==> config.mk <==
export PLATFORM = sky130hd
export DESIGN_NAME = audio_pwm_sample_buffer
export DESIGN_NICKNAME = d
export VERILOG_FILES = /design/src/audio_pwm_pkg.sv /design/src/audio_pwm_sample_buffer.sv /design/src/sample_interp.sv
export VERILOG_INCLUDE_DIRS = /design/src /design/src/src
export SDC_FILE = /design/constraint.sdc
export NUM_CORES = 1
export LEC_CHECK = 0
export ABC_AREA = 1
export CAP_MARGIN = 20
export CORE_AREA = 2 2 184 186
export CTS_CLUSTER_SIZE = 30
export DETAILED_ROUTE_END_ITERATION = 8
export DIE_AREA = 0 0 186 188
export DONT_BUFFER_PORTS = 1
export SLEW_MARGIN = 5
export SYNTH_ARGS = -nofsm -noshare
export SYNTH_HDL_FRONTEND = slang
export SYNTH_SLANG_ARGS = --single-unit
==> constraint.sdc <==
create_clock -name sys_clk_i -period 10.6 [get_ports sys_clk_i]
set_clock_uncertainty 0.05 [all_clocks]
set_input_delay 2.12 -clock sys_clk_i [delete_from_list [all_inputs] [get_ports sys_clk_i]]
set_output_delay 2.12 -clock sys_clk_i [all_outputs]
set_load 0.02 [all_outputs]
==> src/audio_pwm_params.svh <==
// Purpose: Constants of the audio PWM sample buffer
// Assumes: Wishbone byte addresses, 32-bit data words
// Notes:   Types live in audio_pwm_pkg
`ifndef AUDIO_PWM_PARAMS_SVH
`define AUDIO_PWM_PARAMS_SVH
`define ADR_CONTROL      6'h00
`define ADR_SAMPLE_LOW   6'h04
`define ADR_SAMPLE_HIGH  6'h08
`define ADR_MODE         6'h0C
`define ADR_STATUS       6'h10
`define ADR_CURRENT      6'h14
`define CTL_CLEAR_BIT    7
`define CTL_NORMAL_BIT   3
`define CTL_PERIOD_BIT   2
`define SAMPLE_DEFAULT   16'h8000
`define LOW_RESET        8'h00
`define HIGH_RESET       8'h80
`define STAT_EMPTY       2'h0
`define STAT_BUF_ONLY    2'h1
`define STAT_BOTH        2'h2
`define PERIOD_MULTI     8'h04
`define PERIOD_LEN       16'h0100
`endif

==> src/audio_pwm_pkg.sv <==
// Purpose: Types of the audio PWM sample buffer
// Assumes: Nothing
// Notes:   Constants are macros in audio_pwm_params.svh
package audio_pwm_pkg;
  typedef enum logic [1:0] {
    LOAD_IDLE = 2'b00,
    LOAD_LOW  = 2'b01,
    LOAD_HIGH = 2'b10
  } load_state_t;
endpackage

==> src/audio_pwm_sample_buffer.sv <==
// Purpose: Sample feeding front end of an audio PWM driver, Wishbone slave
// Assumes: sys_clk_i is the PWM clock; period length is a parameter
// Notes:   Modulator and drivers are outside; sample_o feeds them
// Summary of operation
// - Hardware alone writes status: 00 empty, 01 buffer only, 10 both.
// - Empty or just-read buffer is loaded from the play sample pair.
// - Low byte moves into buffer first, high byte second.
// - One clock before period end buffer is read, reload flag set.
// - Empty flag set at read unless a new sample had been written.
// - Insertion code 00,01,10,11 gives 0,1,3,7 points.
// - N-bit resolution keeps bits 15..16-N-1 green, 15..16-N normal; green at N=16 masks all bits to 0.
// - While mute control is 0 the pair reads 8000H, writes ignored.
// - Sample 0001H plays exactly as 0000H.
// - Low and high sample registers fully read/write, bits 7..0, 15..8.
// - Normal op select 0 symmetric around 8000H, 1 asymmetric.
// - On enable rising, first sample 8000H, then current pair value.
// - Interpolated points step by difference over count plus one.
//
// Chosen here: register access over Wishbone and the register offsets.
`timescale 1ns/1ps
`default_nettype none
`include "audio_pwm_params.svh"
module audio_pwm_sample_buffer #(
  parameter int PERIOD_CLKS  = `PERIOD_LEN,
  parameter int MULTI_PERIOD = `PERIOD_MULTI
) (
  input  wire logic        sys_clk_i,
  input  wire logic        sys_rst_i,
  input  wire logic        wb_cyc_i,
  input  wire logic        wb_stb_i,
  input  wire logic        wb_we_i,
  input  wire logic [5:0]  wb_adr_i,
  input  wire logic [3:0]  wb_sel_i,
  input  wire logic [31:0] wb_dat_i,
  output logic      [31:0] wb_dat_o,
  output logic             wb_ack_o,
  output logic      [15:0] sample_o,
  output logic             period_end_o,
  output logic             normal_op_select_o,
  output logic             pwm_enable_o,
  output logic             green_mode_o,
  output logic             reload_done_flag_o,
  output logic             buffer_empty_flag_o
);
  initial begin
    if (PERIOD_CLKS < 2 || PERIOD_CLKS > 65535) $error("PERIOD_CLKS out of range");
    if (MULTI_PERIOD < 2 || MULTI_PERIOD > 255) $error("MULTI_PERIOD out of range");
  end

  function automatic logic [2:0] insert_count(input logic [1:0] code);
    case (code)
      2'b00:   insert_count = 3'd0;
      2'b01:   insert_count = 3'd1;
      2'b10:   insert_count = 3'd3;
      default: insert_count = 3'd7;
    endcase
  endfunction

  // Keeps the top N bits of a sample, N+1 in green mode for N below 16 and none for green N=16; 0001 plays as 0000
  function automatic logic [15:0] effective(input logic [15:0] s, input logic [1:0] rsel,
                                            input logic green);
    logic [4:0]  n;
    logic [4:0]  x;
    logic [15:0] m;
    n = 5'd10 + {2'b00, rsel, 1'b0};
    x = green ? 5'd16 - n - 5'd1 : 5'd16 - n;
    m = 16'hFFFF << x;
    effective = (s == 16'h0001 ? 16'h0000 : s) & m;
  endfunction

  logic       wr;
  logic       acc;
  logic       clear_q;
  logic       clear_prev_q;
  logic       normal_q;
  logic       period_q;
  logic [1:0] insert_q;
  logic [7:0] low_q;
  logic [7:0] high_q;
  logic       enable_q;
  logic       enable_prev_q;
  logic       mute_q;
  logic       green_q;
  logic [1:0] rsel_q;
  logic       pend_q;
  logic       buf_full_q;
  logic [15:0] buf_q;
  logic       new_sample_q;
  logic [15:0] cnt_q;
  logic [7:0] rep_q;
  logic [2:0] step_q;
  logic       first_q;
  logic [15:0] prev_q;
  logic [15:0] cur_q;
  logic       ack_q;
  logic       reload_q;
  logic       empty_q;
  logic [15:0] interp;
  logic       read_pt;
  logic       clear_edge;
  logic [7:0] reps;
  logic       last_rep;
  logic       last_step;
  audio_pwm_pkg::load_state_t load_q;

  assign acc = wb_cyc_i && wb_stb_i && !ack_q;
  assign wr  = acc && wb_we_i && wb_sel_i[0];
  assign clear_edge = clear_q && !clear_prev_q;
  assign reps = period_q ? 8'(MULTI_PERIOD) : 8'h01;
  // At or past the last count, so lowering a count mid-group cannot skip the wrap
  assign last_rep  = rep_q >= reps - 8'h01;
  assign last_step = step_q >= insert_count(insert_q);
  assign read_pt   = enable_q && cnt_q == 16'(PERIOD_CLKS - 2) && last_rep
                     && last_step;

  // Ack one cycle after a request is taken; ack_q blocks a second take
  always_ff @(posedge sys_clk_i) begin
    if (sys_rst_i) begin
      ack_q <= 1'b0;
    end else begin
      ack_q <= acc;
    end
  end
  assign wb_ack_o = ack_q;

  // Control and mode registers
  always_ff @(posedge sys_clk_i) begin
    if (sys_rst_i) begin
      clear_q      <= 1'b0;
      clear_prev_q <= 1'b0;
      normal_q     <= 1'b0;
      period_q     <= 1'b0;
      insert_q     <= 2'b00;
      enable_q     <= 1'b0;
      mute_q       <= 1'b0;
      green_q      <= 1'b0;
      rsel_q       <= 2'b00;
    end else begin
      clear_prev_q <= clear_q;
      if (wr && wb_adr_i == `ADR_CONTROL) begin
        clear_q  <= wb_dat_i[`CTL_CLEAR_BIT];
        normal_q <= wb_dat_i[`CTL_NORMAL_BIT];
        period_q <= wb_dat_i[`CTL_PERIOD_BIT];
        insert_q <= wb_dat_i[1:0];
      end
      if (wr && wb_adr_i == `ADR_MODE) begin
        enable_q <= wb_dat_i[0];
        mute_q   <= wb_dat_i[1];
        green_q  <= wb_dat_i[2];
        rsel_q   <= wb_dat_i[5:4];
      end
    end
  end

  // Sample pair; a high write marks a complete new sample
  always_ff @(posedge sys_clk_i) begin
    if (sys_rst_i) begin
      low_q  <= `LOW_RESET;
      high_q <= `HIGH_RESET;
      pend_q <= 1'b0;
    end else if (!mute_q) begin
      low_q  <= 8'(`SAMPLE_DEFAULT);
      high_q <= 8'(`SAMPLE_DEFAULT >> 8);
      pend_q <= 1'b0;
    end else begin
      if (wr && wb_adr_i == `ADR_SAMPLE_LOW) low_q <= wb_dat_i[7:0];
      if (wr && wb_adr_i == `ADR_SAMPLE_HIGH) high_q <= wb_dat_i[7:0];
      if (wr && wb_adr_i == `ADR_SAMPLE_HIGH) begin
        pend_q <= 1'b1;
      end else if (clear_edge || load_q == audio_pwm_pkg::LOAD_HIGH) begin
        pend_q <= 1'b0;
      end
    end
  end

  // Copy into buffer, low byte then high byte
  always_ff @(posedge sys_clk_i) begin
    if (sys_rst_i || clear_edge) begin
      load_q     <= audio_pwm_pkg::LOAD_IDLE;
      buf_q      <= `SAMPLE_DEFAULT;
      buf_full_q <= 1'b0;
    end else begin
      // A read frees the slot; a load ending in the same cycle still fills it
      if (read_pt) buf_full_q <= 1'b0;
      case (load_q)
        audio_pwm_pkg::LOAD_IDLE: begin
          if (pend_q && (!buf_full_q || read_pt)) load_q <= audio_pwm_pkg::LOAD_LOW;
        end
        audio_pwm_pkg::LOAD_LOW: begin
          buf_q[7:0] <= low_q;
          load_q     <= audio_pwm_pkg::LOAD_HIGH;
        end
        audio_pwm_pkg::LOAD_HIGH: begin
          buf_q[15:8] <= high_q;
          buf_full_q  <= 1'b1;
          load_q      <= audio_pwm_pkg::LOAD_IDLE;
        end
        default: load_q <= audio_pwm_pkg::LOAD_IDLE;
      endcase
    end
  end

  // Period timing, buffer read, reload and empty flags
  always_ff @(posedge sys_clk_i) begin
    if (sys_rst_i) begin
      enable_prev_q <= 1'b0;
      cnt_q     <= 16'h0000;
      rep_q     <= 8'h00;
      step_q    <= 3'd0;
      first_q   <= 1'b0;
      prev_q    <= `SAMPLE_DEFAULT;
      cur_q     <= `SAMPLE_DEFAULT;
      reload_q  <= 1'b0;
      empty_q   <= 1'b0;
      new_sample_q <= 1'b0;
    end else begin
      enable_prev_q <= enable_q;
      reload_q <= read_pt;
      empty_q  <= read_pt && !buf_full_q && !pend_q;
      // Enable rise restarts timing and queues the midpoint first
      if (enable_q && !enable_prev_q) begin
        cnt_q   <= 16'h0000;
        rep_q   <= 8'h00;
        step_q  <= 3'd0;
        prev_q  <= `SAMPLE_DEFAULT;
        cur_q   <= `SAMPLE_DEFAULT;
        first_q <= 1'b1;
      end else if (enable_q) begin
        if (cnt_q == 16'(PERIOD_CLKS - 1)) begin
          cnt_q <= 16'h0000;
          if (last_rep) begin
            rep_q <= 8'h00;
            if (last_step) step_q <= 3'd0;
            else step_q <= step_q + 3'd1;
          end else begin
            rep_q <= rep_q + 8'h01;
          end
        end else begin
          cnt_q <= cnt_q + 16'h0001;
        end
        if (read_pt) begin
          prev_q  <= first_q ? `SAMPLE_DEFAULT : cur_q;
          cur_q   <= first_q ? {high_q, low_q} : (buf_full_q ? buf_q : cur_q);
          first_q <= 1'b0;
        end
      end
      new_sample_q <= read_pt;
    end
  end

  // Linear points between prev_q and cur_q, one step per sample group
  sample_interp #(
    .W(16)
  ) u_interp (
    .prev_i  (prev_q),
    .next_i  (cur_q),
    .code_i  (insert_q),
    .step_i  (step_q),
    .point_o (interp)
  );

  always_ff @(posedge sys_clk_i) begin
    if (sys_rst_i) begin
      sample_o     <= `SAMPLE_DEFAULT;
      period_end_o <= 1'b0;
    end else begin
      period_end_o <= enable_q && cnt_q == 16'(PERIOD_CLKS - 1);
      sample_o     <= effective(new_sample_q ? prev_q : interp, rsel_q, green_q);
    end
  end

  assign normal_op_select_o  = normal_q;
  assign pwm_enable_o        = enable_q;
  assign green_mode_o        = green_q;
  assign reload_done_flag_o  = reload_q;
  assign buffer_empty_flag_o = empty_q;

  // Read data is registered and stands with ack
  always_ff @(posedge sys_clk_i) begin
    if (sys_rst_i) begin
      wb_dat_o <= 32'h0000_0000;
    end else begin
      case (wb_adr_i)
        `ADR_CONTROL: wb_dat_o <= {24'h000000, clear_q,
                                   (pend_q && buf_full_q) ? `STAT_BOTH :
                                   (buf_full_q ? `STAT_BUF_ONLY : `STAT_EMPTY),
                                   1'b0, normal_q, period_q, insert_q};
        `ADR_SAMPLE_LOW:  wb_dat_o <= {24'h000000, low_q};
        `ADR_SAMPLE_HIGH: wb_dat_o <= {24'h000000, high_q};
        `ADR_MODE:    wb_dat_o <= {26'h0, rsel_q, 1'b0, green_q, mute_q, enable_q};
        `ADR_STATUS:  wb_dat_o <= {29'h0, load_q != audio_pwm_pkg::LOAD_IDLE, empty_q, reload_q};
        `ADR_CURRENT: wb_dat_o <= {16'h0000, cur_q};
        default:      wb_dat_o <= 32'h0000_0000;
      endcase
    end
  end
endmodule
`default_nettype wire

==> src/sample_interp.sv <==
// Purpose: Linear interpolation between two consecutive samples
// Assumes: Step index 0..count, count in {0,1,3,7}
// Notes:   Divisor is a power of two, so division is a shift
`timescale 1ns/1ps
`default_nettype none
module sample_interp #(
  parameter int W = 16
) (
  input  wire logic [W-1:0] prev_i,
  input  wire logic [W-1:0] next_i,
  input  wire logic [1:0]   code_i,
  input  wire logic [2:0]   step_i,
  output logic      [W-1:0] point_o
);
  initial begin
    if (W < 4) $error("W too small");
  end
  logic signed [W+4:0] diff;
  logic signed [W+4:0] acc;
  always_comb begin
    diff = $signed({5'h00, next_i}) - $signed({5'h00, prev_i});
    // Points spaced by difference over count plus one
    acc = (diff * $signed({3'h0, step_i})) >>> code_i;
    point_o = W'($signed({5'h00, prev_i}) + acc);
  end
endmodule
`default_nettype wire

Word level (Yosys, flattened, before mapping):

Cells that the tools add are included.

* register bits after elaboration: 160

* bitwise gates (word level): 2
* $mul: 1
* muxes and demuxes: 22
* shift operators: 2
* reduce and logical (&&, ||, !) cells: 42
* $lt $le $gt $ge: 2
* equality and inequality tests: 13
* $add $sub $neg: 9

Operator list (count)
* $mux 16: 6
* $pmux 16 s6: 1
* $eq 16x8->1 const B: 2
* $mul 21x4->21: 1
* $sshr 21x2->16: 1
* $logic_and 1x1->1: 18
* $sub 16x16->17: 1
* $add 16x1->16 const B: 1
* $add 16x16->16: 1
* $and 16x16->16: 1
* $eq 16x1->1 const B: 1
* $shl 16x5->16 const A: 1
* $eq 6x4->1 const B: 2
* $eq 6x5->1 const B: 2
* $reduce_bool 2->1: 6
* $pmux 3 s3: 1
* $add 8x1->8 const B: 1
* $ge 8x8->1: 1
* $mux 8: 1
* $mux 1: 7
* $eq 6x3->1 const B: 1
* $logic_not 6->1: 1
* $mux 3: 2
* $reduce_and 2->1: 3
* 18 further kinds: 30

Logic depth before layout (Yosys ltp):

Gate-level depths: netlist of run 1.

* depth in word-level cells: 9
* depth in mapped cells: 44

By module:

A second synthesis of run 1 with hierarchy kept.

* cells, all modules: 1521
* area, all modules: 10327.4 µm²

Modules (own cells, without submodules)
* audio_pwm_sample_buffer: area each 6598.8 µm², seq. area each 2882.8 µm², instances 1, cells an instance 906
* sample_interp: area each 3728.6 µm², seq. area each 0.0 µm², instances 1, cells an instance 615

Worst setup path before layout of run 1:

OpenSTA, ideal clock, no wires.

* path type: reg2reg
* start: register prev_q[2]
* end: register sample_o[4]
* arrival: 5.427 ns
* period minus slack after synthesis: 5.596 ns
* buffers on the path: 0
* library setup time: 0.119 ns
* required time: 10.431 ns
* path slack: 5.004 ns
* cell stages (with the launch flop): 41
* cells stage by stage: dfxtp_1 -> inv_1 -> ha_1 -> a21oi_1 -> o21ai_1 -> nand2_1 -> nand2_1 -> a21oi_2 -> o21ai_2 -> nand2_1 -> nand2_1 -> a21oi_1 -> xnor2_1 -> inv_1 -> nor2_1 -> ha_1 -> inv_1 -> fa_1 -> (+5 left out) -> o21ai_0 -> xor2_1 -> o21ai_0 -> mux2i_1 -> ha_1 -> nand2_1 -> inv_1 -> a21boi_0 -> nand3_1 -> nand2_1 -> nand2_1 -> nand2_1 -> a21o_1 -> a31oi_1 -> nor2_1 -> nand3_2 -> nand2_4 -> nor2_2

* word-level cells in the longest chain between the ends: 8

Ends and longest elaborated chain
* start, declared: RTL line audio_pwm_sample_buffer.sv:93 `logic [15:0] prev_q;`
* start signal, assigned: RTL line audio_pwm_sample_buffer.sv:211 `` prev_q <= `SAMPLE_DEFAULT; ``
* start signal, assigned: RTL line audio_pwm_sample_buffer.sv:225 `` prev_q <= `SAMPLE_DEFAULT; ``
* start signal, assigned: RTL line audio_pwm_sample_buffer.sv:242 `` prev_q <= first_q ? `SAMPLE_DEFAULT : cur_q; ``
* $sub 16x16->17: RTL line sample_interp.sv:21 `diff = $signed({5'h00, next_i}) - $signed({5'h00, prev_i});`
* $mul 21x4->21: RTL line sample_interp.sv:23 `acc = (diff * $signed({3'h0, step_i})) >>> code_i;`
* $sshr 21x2->16: RTL line sample_interp.sv:23
* $add 16x16->16: RTL line sample_interp.sv:24 `point_o = W'($signed({5'h00, prev_i}) + acc);`
* $mux 16 (*): RTL line audio_pwm_sample_buffer.sv:268 `sample_o <= effective(new_sample_q ? prev_q : interp, rsel_q, green_q);`
* $eq 16x1->1: RTL line audio_pwm_sample_buffer.sv:68 `effective = (s == 16'h0001 ? 16'h0000 : s) & m;`
* $mux 16 (*): RTL line audio_pwm_sample_buffer.sv:68
* $and 16x16->16 (*): RTL line audio_pwm_sample_buffer.sv:68
* end signal, assigned: RTL line audio_pwm_sample_buffer.sv:264 `` sample_o <= `SAMPLE_DEFAULT; ``
* end signal, assigned: RTL line audio_pwm_sample_buffer.sv:268
* end, declared: RTL line audio_pwm_sample_buffer.sv:37 `output logic [15:0] sample_o,`

Mark *: on every way between the ends. The rest lies on a longest branch, timed or not.
A chain may end at the register's enable or synchronous reset.

Final worst setup path of run 1:

* start: register cur_q[0]
* end: register sample_o[6]

* word-level cells in the longest chain between the ends: 8

Ends and longest elaborated chain
* start, declared: RTL line audio_pwm_sample_buffer.sv:94 `logic [15:0] cur_q;`
* start signal, assigned: RTL line audio_pwm_sample_buffer.sv:212 `` cur_q <= `SAMPLE_DEFAULT; ``
* start signal, assigned: RTL line audio_pwm_sample_buffer.sv:226 `` cur_q <= `SAMPLE_DEFAULT; ``
* start signal, assigned: RTL line audio_pwm_sample_buffer.sv:243 `cur_q <= first_q ? {high_q, low_q} : (buf_full_q ? buf_q : cur_q);`
* $sub 16x16->17 (*): RTL line sample_interp.sv:21
* $mul 21x4->21 (*): RTL line sample_interp.sv:23
* $sshr 21x2->16 (*): RTL line sample_interp.sv:23
* $add 16x16->16 (*): RTL line sample_interp.sv:24
* $mux 16 (*): RTL line audio_pwm_sample_buffer.sv:268
* $eq 16x1->1: RTL line audio_pwm_sample_buffer.sv:68
* $mux 16 (*): RTL line audio_pwm_sample_buffer.sv:68
* $and 16x16->16 (*): RTL line audio_pwm_sample_buffer.sv:68

Marks and branches as above.

==> results of run 1 <==
[cell usage in the layout, fill, tap and decap left out, types with 4 or more instances in the layout]
master	instances
nand2_1	305
inv_1	215
nor2_1	150
dfxtp_1	144
a21oi_1	98
o21ai_0	95
ha_1	79
nand3_1	61
a31oi_1	24
xor2_1	22
a211oi_1	18
fa_1	18
clkbuf_16	17
conb_1	16
nor3_1	14
o21ai_1	12
nor2_2	11
nor4_1	9
xnor2_1	8
nand4_1	8
nand2_2	7
nand3_2	6
mux2i_1	6
nand3b_1	6
clkinv_1	5
o22ai_1	5
a221oi_1	5
clkinv_4	4
bufinv_16	4
buf_4	4
[flip-flops by register name (all words and copies together) (netlist names), 2 cells and up]
signal    cells
buf_q        16
cnt_q        16
cur_q        16
prev_q       16
sample_o     16
wb_dat_o     16
high_q        8
low_q         8
rep_q         8
step_q        3
insert_q      2
load_q        2
rsel_q        2
[layer usage]
layer | track usage | wire, um | part of all wire
met5 | 0 | 0 | 0
met4 | 0.0454 | 499 | 0.019
met3 | 0.0239 | 1160 | 0.043
met2 | 0.264 | 12700 | 0.47
met1 | 0.211 | 12500 | 0.46
[cell usage after synthesis (2+ instances only)]
library cell and count:
nand3_2 6, nor3b_1 3, nand4_1 8, dfxtp_1 144, clkinv_1 5, clkbuf_1 25, or2_2 3, a32oi_1 2
a21oi_2 2, xor2_1 22, nor4_1 9, o22ai_1 5, inv_1 215, nor2_2 11, o211ai_1 2, xnor2_1 8
o21bai_1 2, buf_2 4, o21ai_1 12, nor2_1 150, nor3_2 2, nand3b_1 6, buf_4 21, a31oi_1 24
nand2_1 305, fa_1 18, o21ai_0 95, nor3_1 14, a211oi_1 18, a21boi_0 2, o211a_1 2, nand2_2 7
ha_1 79, mux2i_1 6, a221oi_1 5, a21oi_1 98, a21o_1 3, nand3_1 61
[worst max-delay path: cells and delay by family, from the launching register on]
family                   cells  cell delay, ps
multiplexers                 2             360
adder cells (fa/ha/maj)      6            2030
AND/OR/NAND/NOR             13            1350
AO/OA/AOI/OAI                8            1700
flip-flops                   1             350
buffers and inverters        5             350
XOR/XNOR                     2             510
[per-stage QoR]
stage               setup WS, ps  instance area, sq um   util
global route                3210                 10800  0.327
floorplan                   5000                  9850      -
finish                      3830                 10800  0.327
CTS                         3840                 10800  0.326
detailed placement          3880                 10200  0.307
global placement            3890                 10200  0.307
[where the power goes]
part | switching [uW] | total (uW) | leakage, uW | internal (uW)
Sequential | 0.688 | 542 | 0.00116 | 541
Clock | 234 | 628 | 0.000296 | 393
Combinational | 17.1 | 20.1 | 0.00334 | 3.04
Total | 252 | 1190 | 0.00479 | 938
[logic make-up (layout without fill, tap and decap cells)]
kind of cell / after synthesis / after routing / synth area share
buffers and inverters: 271 / 257 / 0.112
other: 1 / 16 / 0.000383
DFF: 144 / 144 / 0.294
muxes: 6 / 6 / 0.00613
and+or+nand+nor: 592 / 592 / 0.258
adders and majority gates: 97 / 97 / 0.138
xor gates and xnor gates: 30 / 30 / 0.0268
AOI/OAI and AO/OA: 282 / 282 / 0.165
[how the worst max path moves through the flow]
stage | start | to | slack (ps) | depth (start not counted)
after floorplan | prev_q[2] | sample_o[4] | 5000 | 40
after global placement | prev_q[2] | sample_o[6] | 3890 | 39
after detailed placement | cur_q[0] | sample_o[6] | 3880 | 36
after CTS | cur_q[0] | sample_o[6] | 3840 | 36
after global routing | prev_q[2] | sample_o[6] | 3210 | 43
final | cur_q[0] | sample_o[6] | 3830 | 36
[area by class of cell]
| type | instances | area share |
|---|---|---|
| clock buffers | 18 | 0.0397 |
| well taps | 448 | 0.0518 |
| multi-input cells | 1023 | 0.543 |
| repair buffers | 5 | 0.00532 |
| flip-flops and latches | 144 | 0.267 |
| inverters | 221 | 0.0767 |
| clock inverters | 13 | 0.0175 |
==> flow_metrics.tcl, run 1 <==
set metrics [dict create \
    hold_class "flop to flop" \
    clk_path_buf_depth 2 \
    io_pins 102 \
    layout-drive-gt1-share 0.0513 \
    antenna_left 0 \
    min_path_cells 2 \
    setup_viol 0 \
    async_reset_ff_frac 0 \
    io_buffers 0 \
    rsz0062_at_grt "no" \
    fin_hold_ws_ps 394 \
    cts_resized 0 \
    rrSetupSlack_ps 3830 \
    dominantRegCellSynth "dfxtp_1" \
    ys_warn_count 0 \
    criticalPathCategory "flop to flop" \
    grt_pass1_wl_um 43900 \
    cp_slowest_cell "fa_1" \
    ff_latch_area_sq_um 2880 \
    cp.arrival_ps 7080 \
    wire_per_inst_um 14.3 \
    total_power_uw 1190 \
    leakage_uw 0.00479 \
    r2r-start "cur_q[0]" \
    ctsRootBufferMaster "clkbuf_16" \
    firstDrtPassIters 5 \
    gp_congestion 0.883 \
    dp_hpwl_um 21100 \
    initial_core_util 0.296 \
    post_cts_buffers 0 \
    synthTopCellsByArea "dfxtp_1, nand2_1, ha_1" \
    routed_via_density 4.80 \
    ctsHoldBuffers 0 \
    report.final.slew_viol_count 0 \
    drc_errors 0 \
    synth_top_cell_by_area "dfxtp_1" \
    synth.top_cell.area_share 0.294 \
    drv_cap 0 \
    start_kind "flop" \
    ys_seq_area_frac 0.294 \
    n_antenna_cell 0 \
    grt_start_max_net_pins 33 \
    wirelength_um 26800 \
    drtIter0Drc 587 \
    dieArea_sq_um 35000 \
    die_width_um 186 \
    postSynthCellCount 1423 \
    die_h_um 188 \
    cts_sinks 144 \
    finalNonFillerCells 1872 \
    finalCritPeriodShare 0.639 \
    num_vias 8989 \
    syn2layout_area_growth_pct 10.4 \
    fp.coreArea_sq_um 33100 \
    cts.clk_slew.worst_paths_ps 60 \
    placedCellCount 1840 \
    whs_endpoint "rep_q[4]" \
    setup_tns_ps 0 \
    max_slew_margin 0.453 \
    htreeDepth 4 \
    cp_slowest_stage_delay_ps 500 \
    cts_tree "yes" \
    hold_violations 0 \
    antenna_found_initial 0 \
    status "completed" \
    cp_max_fo 7 \
    grt_pass1_vias 8592 \
    min_period_ps 6770 \
    synth-seq-cells 144 \
    timing.fmax_mhz 148 \
    synth_area_per_cell_sq_um 6.88 \
    synth-edff-count 0 \
    worstMarginPinSlew_ps 814 \
    rr_worst_depth 36 \
    r2r_end "sample_o[6]" \
    peakVddDrop_mv 0.104 \
    num-fill-cells 3596 \
    power_density_nw_per_um2 110 \
    multiInputGateArea_sq_um 5870 \
    syn_area_sq_um 9800 \
    clk_latency_ps 420 \
    rows 67 \
    crit_required_ps 10910 \
    yosysUniqueCellTypes 57 \
    min_from "rep_q[4]" \
    crit_top_cell "nand2_1" \
    layout.nets 1556 \
    crit_path_end_kind "flop" \
    cts_buffers 17 \
    overflow 0 \
    gr-usage-all-layers 0.159 \
]
(Power assumes the default switching activity.)
==> run 2: changes to the inputs <==
--- a/config.mk
+++ b/config.mk
@@ -6,7 +6,7 @@
 export SDC_FILE = /design/constraint.sdc
 export NUM_CORES = 1
 export LEC_CHECK = 0
-export ABC_AREA = 1
+export ABC_AREA = 0
 export CAP_MARGIN = 20
 export CORE_AREA = 2 2 184 186
 export CTS_CLUSTER_SIZE = 30
==> constraint.sdc (replaced) <==
create_clock -name sys_clk_i -period 6.9 [get_ports sys_clk_i]
set_clock_uncertainty 0.05 [all_clocks]
set_input_delay 1.38 -clock sys_clk_i [delete_from_list [all_inputs] [get_ports sys_clk_i]]
set_output_delay 1.38 -clock sys_clk_i [all_outputs]
set_load 0.02 [all_outputs]
==> flow_metrics.tcl, run 2 <==
set metrics [dict create \
    status "completed" \
    die_width_um 186 \
    n_antenna_cell 0 \
    yosys-top-cells-count "dfxtp_1, nor2_1, nand2_1, inv_1, a21oi_1" \
    syn2layout_area_growth_pct 14.8 \
    dieArea_sq_um 35000 \
    min_period_ps 6550 \
    setup_viol 0 \
    crit_required_ps 7170 \
    ctsRootBufferMaster "clkbuf_16" \
    synth.top_cell.area_share 0.293 \
    pre_cts_ws_ps -37.0 \
    clk_path_buf_depth 2 \
    mostFrequentLayoutCells "dfxtp_1, nor2_1, nand2_1" \
    synth_top_cell_by_area "dfxtp_1" \
    fp.coreArea_sq_um 33100 \
    die_h_um 188 \
    ys_seq_area_frac 0.293 \
    power_density_nw_per_um2 164 \
    crit_path_end_kind "flop" \
    p_sw_uw 401 \
    syn_area_sq_um 9820 \
    clock_power_share 0.535 \
    drtIter0Drc 430 \
    yosysUniqueCellTypes 70 \
    synth_area_per_cell_sq_um 8.13 \
    p_seq_frac 0.451 \
    layout-drive-gt1-share 0.102 \
    leakage_uw 0.00474 \
    overflow 0 \
    dominantRegCellSynth "dfxtp_1" \
    routed_via_density 4.95 \
    layout_commonest_cell "dfxtp_1" \
    finalCritPeriodShare 0.949 \
    io_pins 102 \
    criticalPathCategory "flop to flop" \
    async_reset_ff_frac 0 \
    max_slew_margin 0.514 \
    io_buffers 0 \
    grt_util_met1 0.189 \
    antenna_left 0 \
    synthTopCellsByArea "dfxtp_1, ha_1, mux2i_1" \
    fin_util 0.341 \
    num_vias 8355 \
    grt.busiest_layer "met2" \
    use_met3 0.0282 \
    cp_slowest_cell "fa_1" \
    wire_per_inst_um 15.3 \
    report.final.slew_viol_count 0 \
    htreeDepth 4 \
    antenna_found_initial 0 \
    p_comb_frac 0.014 \
    clk_latency_ps 430 \
    peakVddDrop_mv 0.187 \
    postSynthCellCount 1208 \
    ctsHoldBuffers 0 \
    gr-usage-all-layers 0.153 \
    wirelength_um 25800 \
    grt_pass1_wl_um 42500 \
    layout.nets 1371 \
    drv_cap 0 \
    dp_hpwl_um 19900 \
    drc_errors 0 \
    cts_tree "yes" \
    cp.arrival_ps 6810 \
    met2_usage 0.265 \
    grt_start_max_net_pins 39 \
    fin_ws_ps 352 \
    gp_congestion 0.824 \
    ys_warn_count 0 \
    synth-seq-cells 144 \
    yosysMostFrequentCell "dfxtp_1" \
    rows 67 \
    hold_violations 0 \
    timing.fmax_mhz 153 \
    hold_class "flop to flop" \
    cts.clk_slew.worst_paths_ps 60 \
    cp_max_fo 4 \
    cts_sinks 144 \
    swShare 0.217 \
    grt_pass1_vias 8103 \
    synth-edff-count 0 \
    initial_core_util 0.297 \
    worstMarginPinSlew_ps 727 \
    intPower_uw 1450 \
    firstDrtPassIters 5 \
    start_kind "flop" \
    cts_buffers 17 \
    cp_slowest_stage_delay_ps 530 \
]
[run 2: cell types whose count changed after synthesis, sizes merged, moves of 23 or more]
cell / previous run / this run
and2: 1 / 44
inv: 216 / 90
nand3: 67 / 27
mux2i: 6 / 68
nor2: 161 / 124
nor3b: 3 / 26
o21ai: 108 / 37
nand2: 313 / 120
[run 2: final timing paths]
path,startpoint,endpoint,slack (ps),cells past startpoint
max,prev_q[1],sample_o[0],350,35
min,mute_q,high_q[7],390,1
max reg2reg,prev_q[1],sample_o[0],350,35
min reg2reg,mute_q,high_q[7],390,1
[run 2: kinds of logic after synthesis]
kind of cell,after synthesis,share of synthesized area
mux,75,0.0773
fa+ha+maj,97,0.137
simple gates,465,0.236
buf+inv,155,0.0653
other cells,1,0.000382
xor+xnor,45,0.0401
compound gates,226,0.150
flops,144,0.293
[run 2: cell type report]
type	count	area, sq um
Clock inverter	15	204
Sequential cell	144	2880
Tap cell	448	561
Clock buffer	17	425
Inverter	92	345
Timing Repair Buffer	48	360
Fill cell	3491	21800
Multi-Input combinational cell	924	6500
[run 2: worst max-delay path, delay by kind of cell (launching register included)]
family                     cells  cell delay (ps)
and+or+nand+nor               10             1330
DFF                            1              330
adders and majority gates      5             1650
AOI/OAI and AO/OA             13             2370
xor gates and xnor gates       2              320
buffers and inverters          5              400
[run 2: timing repair]
item,in CTS,in global routing
resized for setup,1,38
setup endpoints to repair,1,3
setup buffers,0,4
pin swaps,1,17
[run 2: through the flow]
stage	area (sq um)	setup TNS [ps]	total power, uW	hold slack [ps]	std cells
after floorplan	9880	0	881	340	1223
after global placement	10500	0	878	359	1652
after detailed placement	10500	-37.0	878	377	1652
after CTS	11100	0	1870	386	1684
after global routing	11300	-75.7	1910	396	1688
final	11300	0	1850	388	1688
[run 2: power by group through the flow]
stage	combinational, uW	sequential, uW	clock [uW]
detailed placement	26.3	851	0
CTS	26.4	833	1010
finish	26.4	833	987
global placement	26.1	851	0
floorplan	30.2	851	0
global route	28.8	832	1050
[run 2: per-layer routing]
| metal | share of wire | vias up | routed length (um) |
|---|---|---|---|
| li1 | - | 4206 | - |
| met1 | 0.44 | 3962 | 11500 |
| met2 | 0.50 | 152 | 12800 |
| met3 | 0.037 | 35 | 946 |
| met4 | 0.023 | 0 | 600 |
| met5 | 0 | - | 0 |
==> run 3: changes to the inputs <==
--- a/config.mk
+++ b/config.mk
@@ -13,6 +13,7 @@
 export DETAILED_ROUTE_END_ITERATION = 8
 export DIE_AREA = 0 0 186 188
 export DONT_BUFFER_PORTS = 1
+export PLACE_DENSITY = 0.45
 export SLEW_MARGIN = 5
 export SYNTH_ARGS = -nofsm -noshare
 export SYNTH_HDL_FRONTEND = slang
==> flow_metrics.tcl, run 3 (synthesis gave the netlist of run 2 again) <==
set metrics [dict create \
    ctsRootBufferMaster "clkbuf_16" \
    hold_violations 0 \
    clock_power_share 0.510 \
    routed_via_density 4.83 \
    grt_pass1_wl_um 44600 \
    cp_slowest_cell "fa_1" \
    crit_path_end_kind "flop" \
    min_period_ps 6540 \
    firstDrtPassIters 4 \
    met1_length_um 13100 \
    intPower_uw 1360 \
    wire_per_inst_um 16.0 \
    cp_top_family "adder cells" \
    cts_sinks 144 \
    num_vias 8345 \
    p_seq_frac 0.476 \
    report.final.slew_viol_count 0 \
    p_sw_uw 387 \
    gr-usage-all-layers 0.163 \
    dieArea_sq_um 35000 \
    syn2layout_area_growth_pct 17.6 \
    layout.nets 1412 \
    cp_num_buf_inv 4 \
    grt_pass1_vias 8159 \
    fp.coreArea_sq_um 33100 \
    wl_met2_um 13300 \
    fin_util 0.349 \
    wirelength_um 27700 \
    clk_path_buf_depth 2 \
    io_buffers 0 \
    wl_met3_um 727 \
    n_antenna_cell 0 \
    top_layer_used "met4" \
    cp_max_fo 3 \
    cp_slowest_stage_delay_ps 520 \
    ctsHoldBuffers 0 \
    power_density_nw_per_um2 152 \
    peakVddDrop_mv 0.138 \
    status "completed" \
    max_slew_margin 0.315 \
    cts.clk_slew.worst_paths_ps 60 \
    mostFrequentLayoutCells "dfxtp_1, nor2_1, nand2_1" \
    io_pins 102 \
    p_comb_frac 0.015 \
    cts_tree "yes" \
    antenna_found_initial 0 \
    hold_class "flop to flop" \
    worstMarginPinSlew_ps 1020 \
    criticalPathCategory "flop to flop" \
    overflow 0 \
    crit_top_cell "ha_1" \
    layout_commonest_cell "dfxtp_1" \
    die_h_um 188 \
    antenna_left 0 \
    drc_errors 0 \
    drtIter0Drc 327 \
    dp_hpwl_um 21600 \
    drv_cap 0 \
    rows 67 \
    clk_latency_ps 430 \
    leakage_uw 0.00492 \
    htreeDepth 4 \
    grt_start_max_net_pins 39 \
    finalCritPeriodShare 0.948 \
    gp_congestion 0.798 \
    cts_buffers 17 \
    rsz0062_at_grt "yes" \
    cp.arrival_ps 6800 \
    setup_tns_ps 0 \
    timing.fmax_mhz 153 \
    swShare 0.221 \
    initial_core_util 0.297 \
    crit_required_ps 7160 \
    layout-drive-gt1-share 0.132 \
    setup_viol 0 \
    die_width_um 186 \
    start_kind "flop" \
]
-- run 3: per-stage QoR --
stage / total power [uW] / instance area, sq um / cells / hold slack [ps] / worst slack [ps]
2_1_floorplan: 881 / 9880 / 1223 / 340 / 541
3_3_place_gp: 877 / 10800 / 1693 / 355 / -123
3_5_place_dp: 877 / 10800 / 1693 / 359 / -131
4_1_cts: 1780 / 11400 / 1726 / 373 / 24.5
5_1_grt: 1810 / 11600 / 1729 / 384 / -116
6_report: 1750 / 11600 / 1729 / 372 / 359
-- run 3: power groups by stage --
stage                     Combinational, uW  Clock (uW)  Sequential, uW
final                                  25.5         893             833
after CTS                              25.7         917             833
after floorplan                        30.2           0             851
after global placement                 25.6           0             851
after detailed placement               25.7           0             851
after global routing                   27.9         951             832
-- run 3: metal layers --
metal,vias up,global-route usage
li1,4290,-
met1,3907,0.213
met2,125,0.278
met3,23,0.0239
met4,0,0.0445
met5,-,0
-- run 3: worst paths after layout --
check	from	endpoint	slack [ps]	cells past startpoint
worst min register to register	mute_q	high_q[7]	370	1
worst max-delay path	cur_q[0]	sample_o[0]	360	35
worst max register to register	cur_q[0]	sample_o[0]	360	35
worst min-delay path	mute_q	high_q[7]	370	1
-- run 3: final cells by class --
class / instances / area (sq um)
fill: 3510 / 21600
clock inverter: 15 / 144
timing repair buffer: 89 / 668
tap: 448 / 561
inverter: 92 / 345
clock buffer: 17 / 425
sequential: 144 / 2880
multi-input combinational: 924 / 6530
-- run 3: timing repair --
action / in CTS / in global routing
resized for setup: 3 / 38
endpoints found under the setup margin: 1 / 5
pin swaps: 0 / 15
setup buffers: 1 / 2
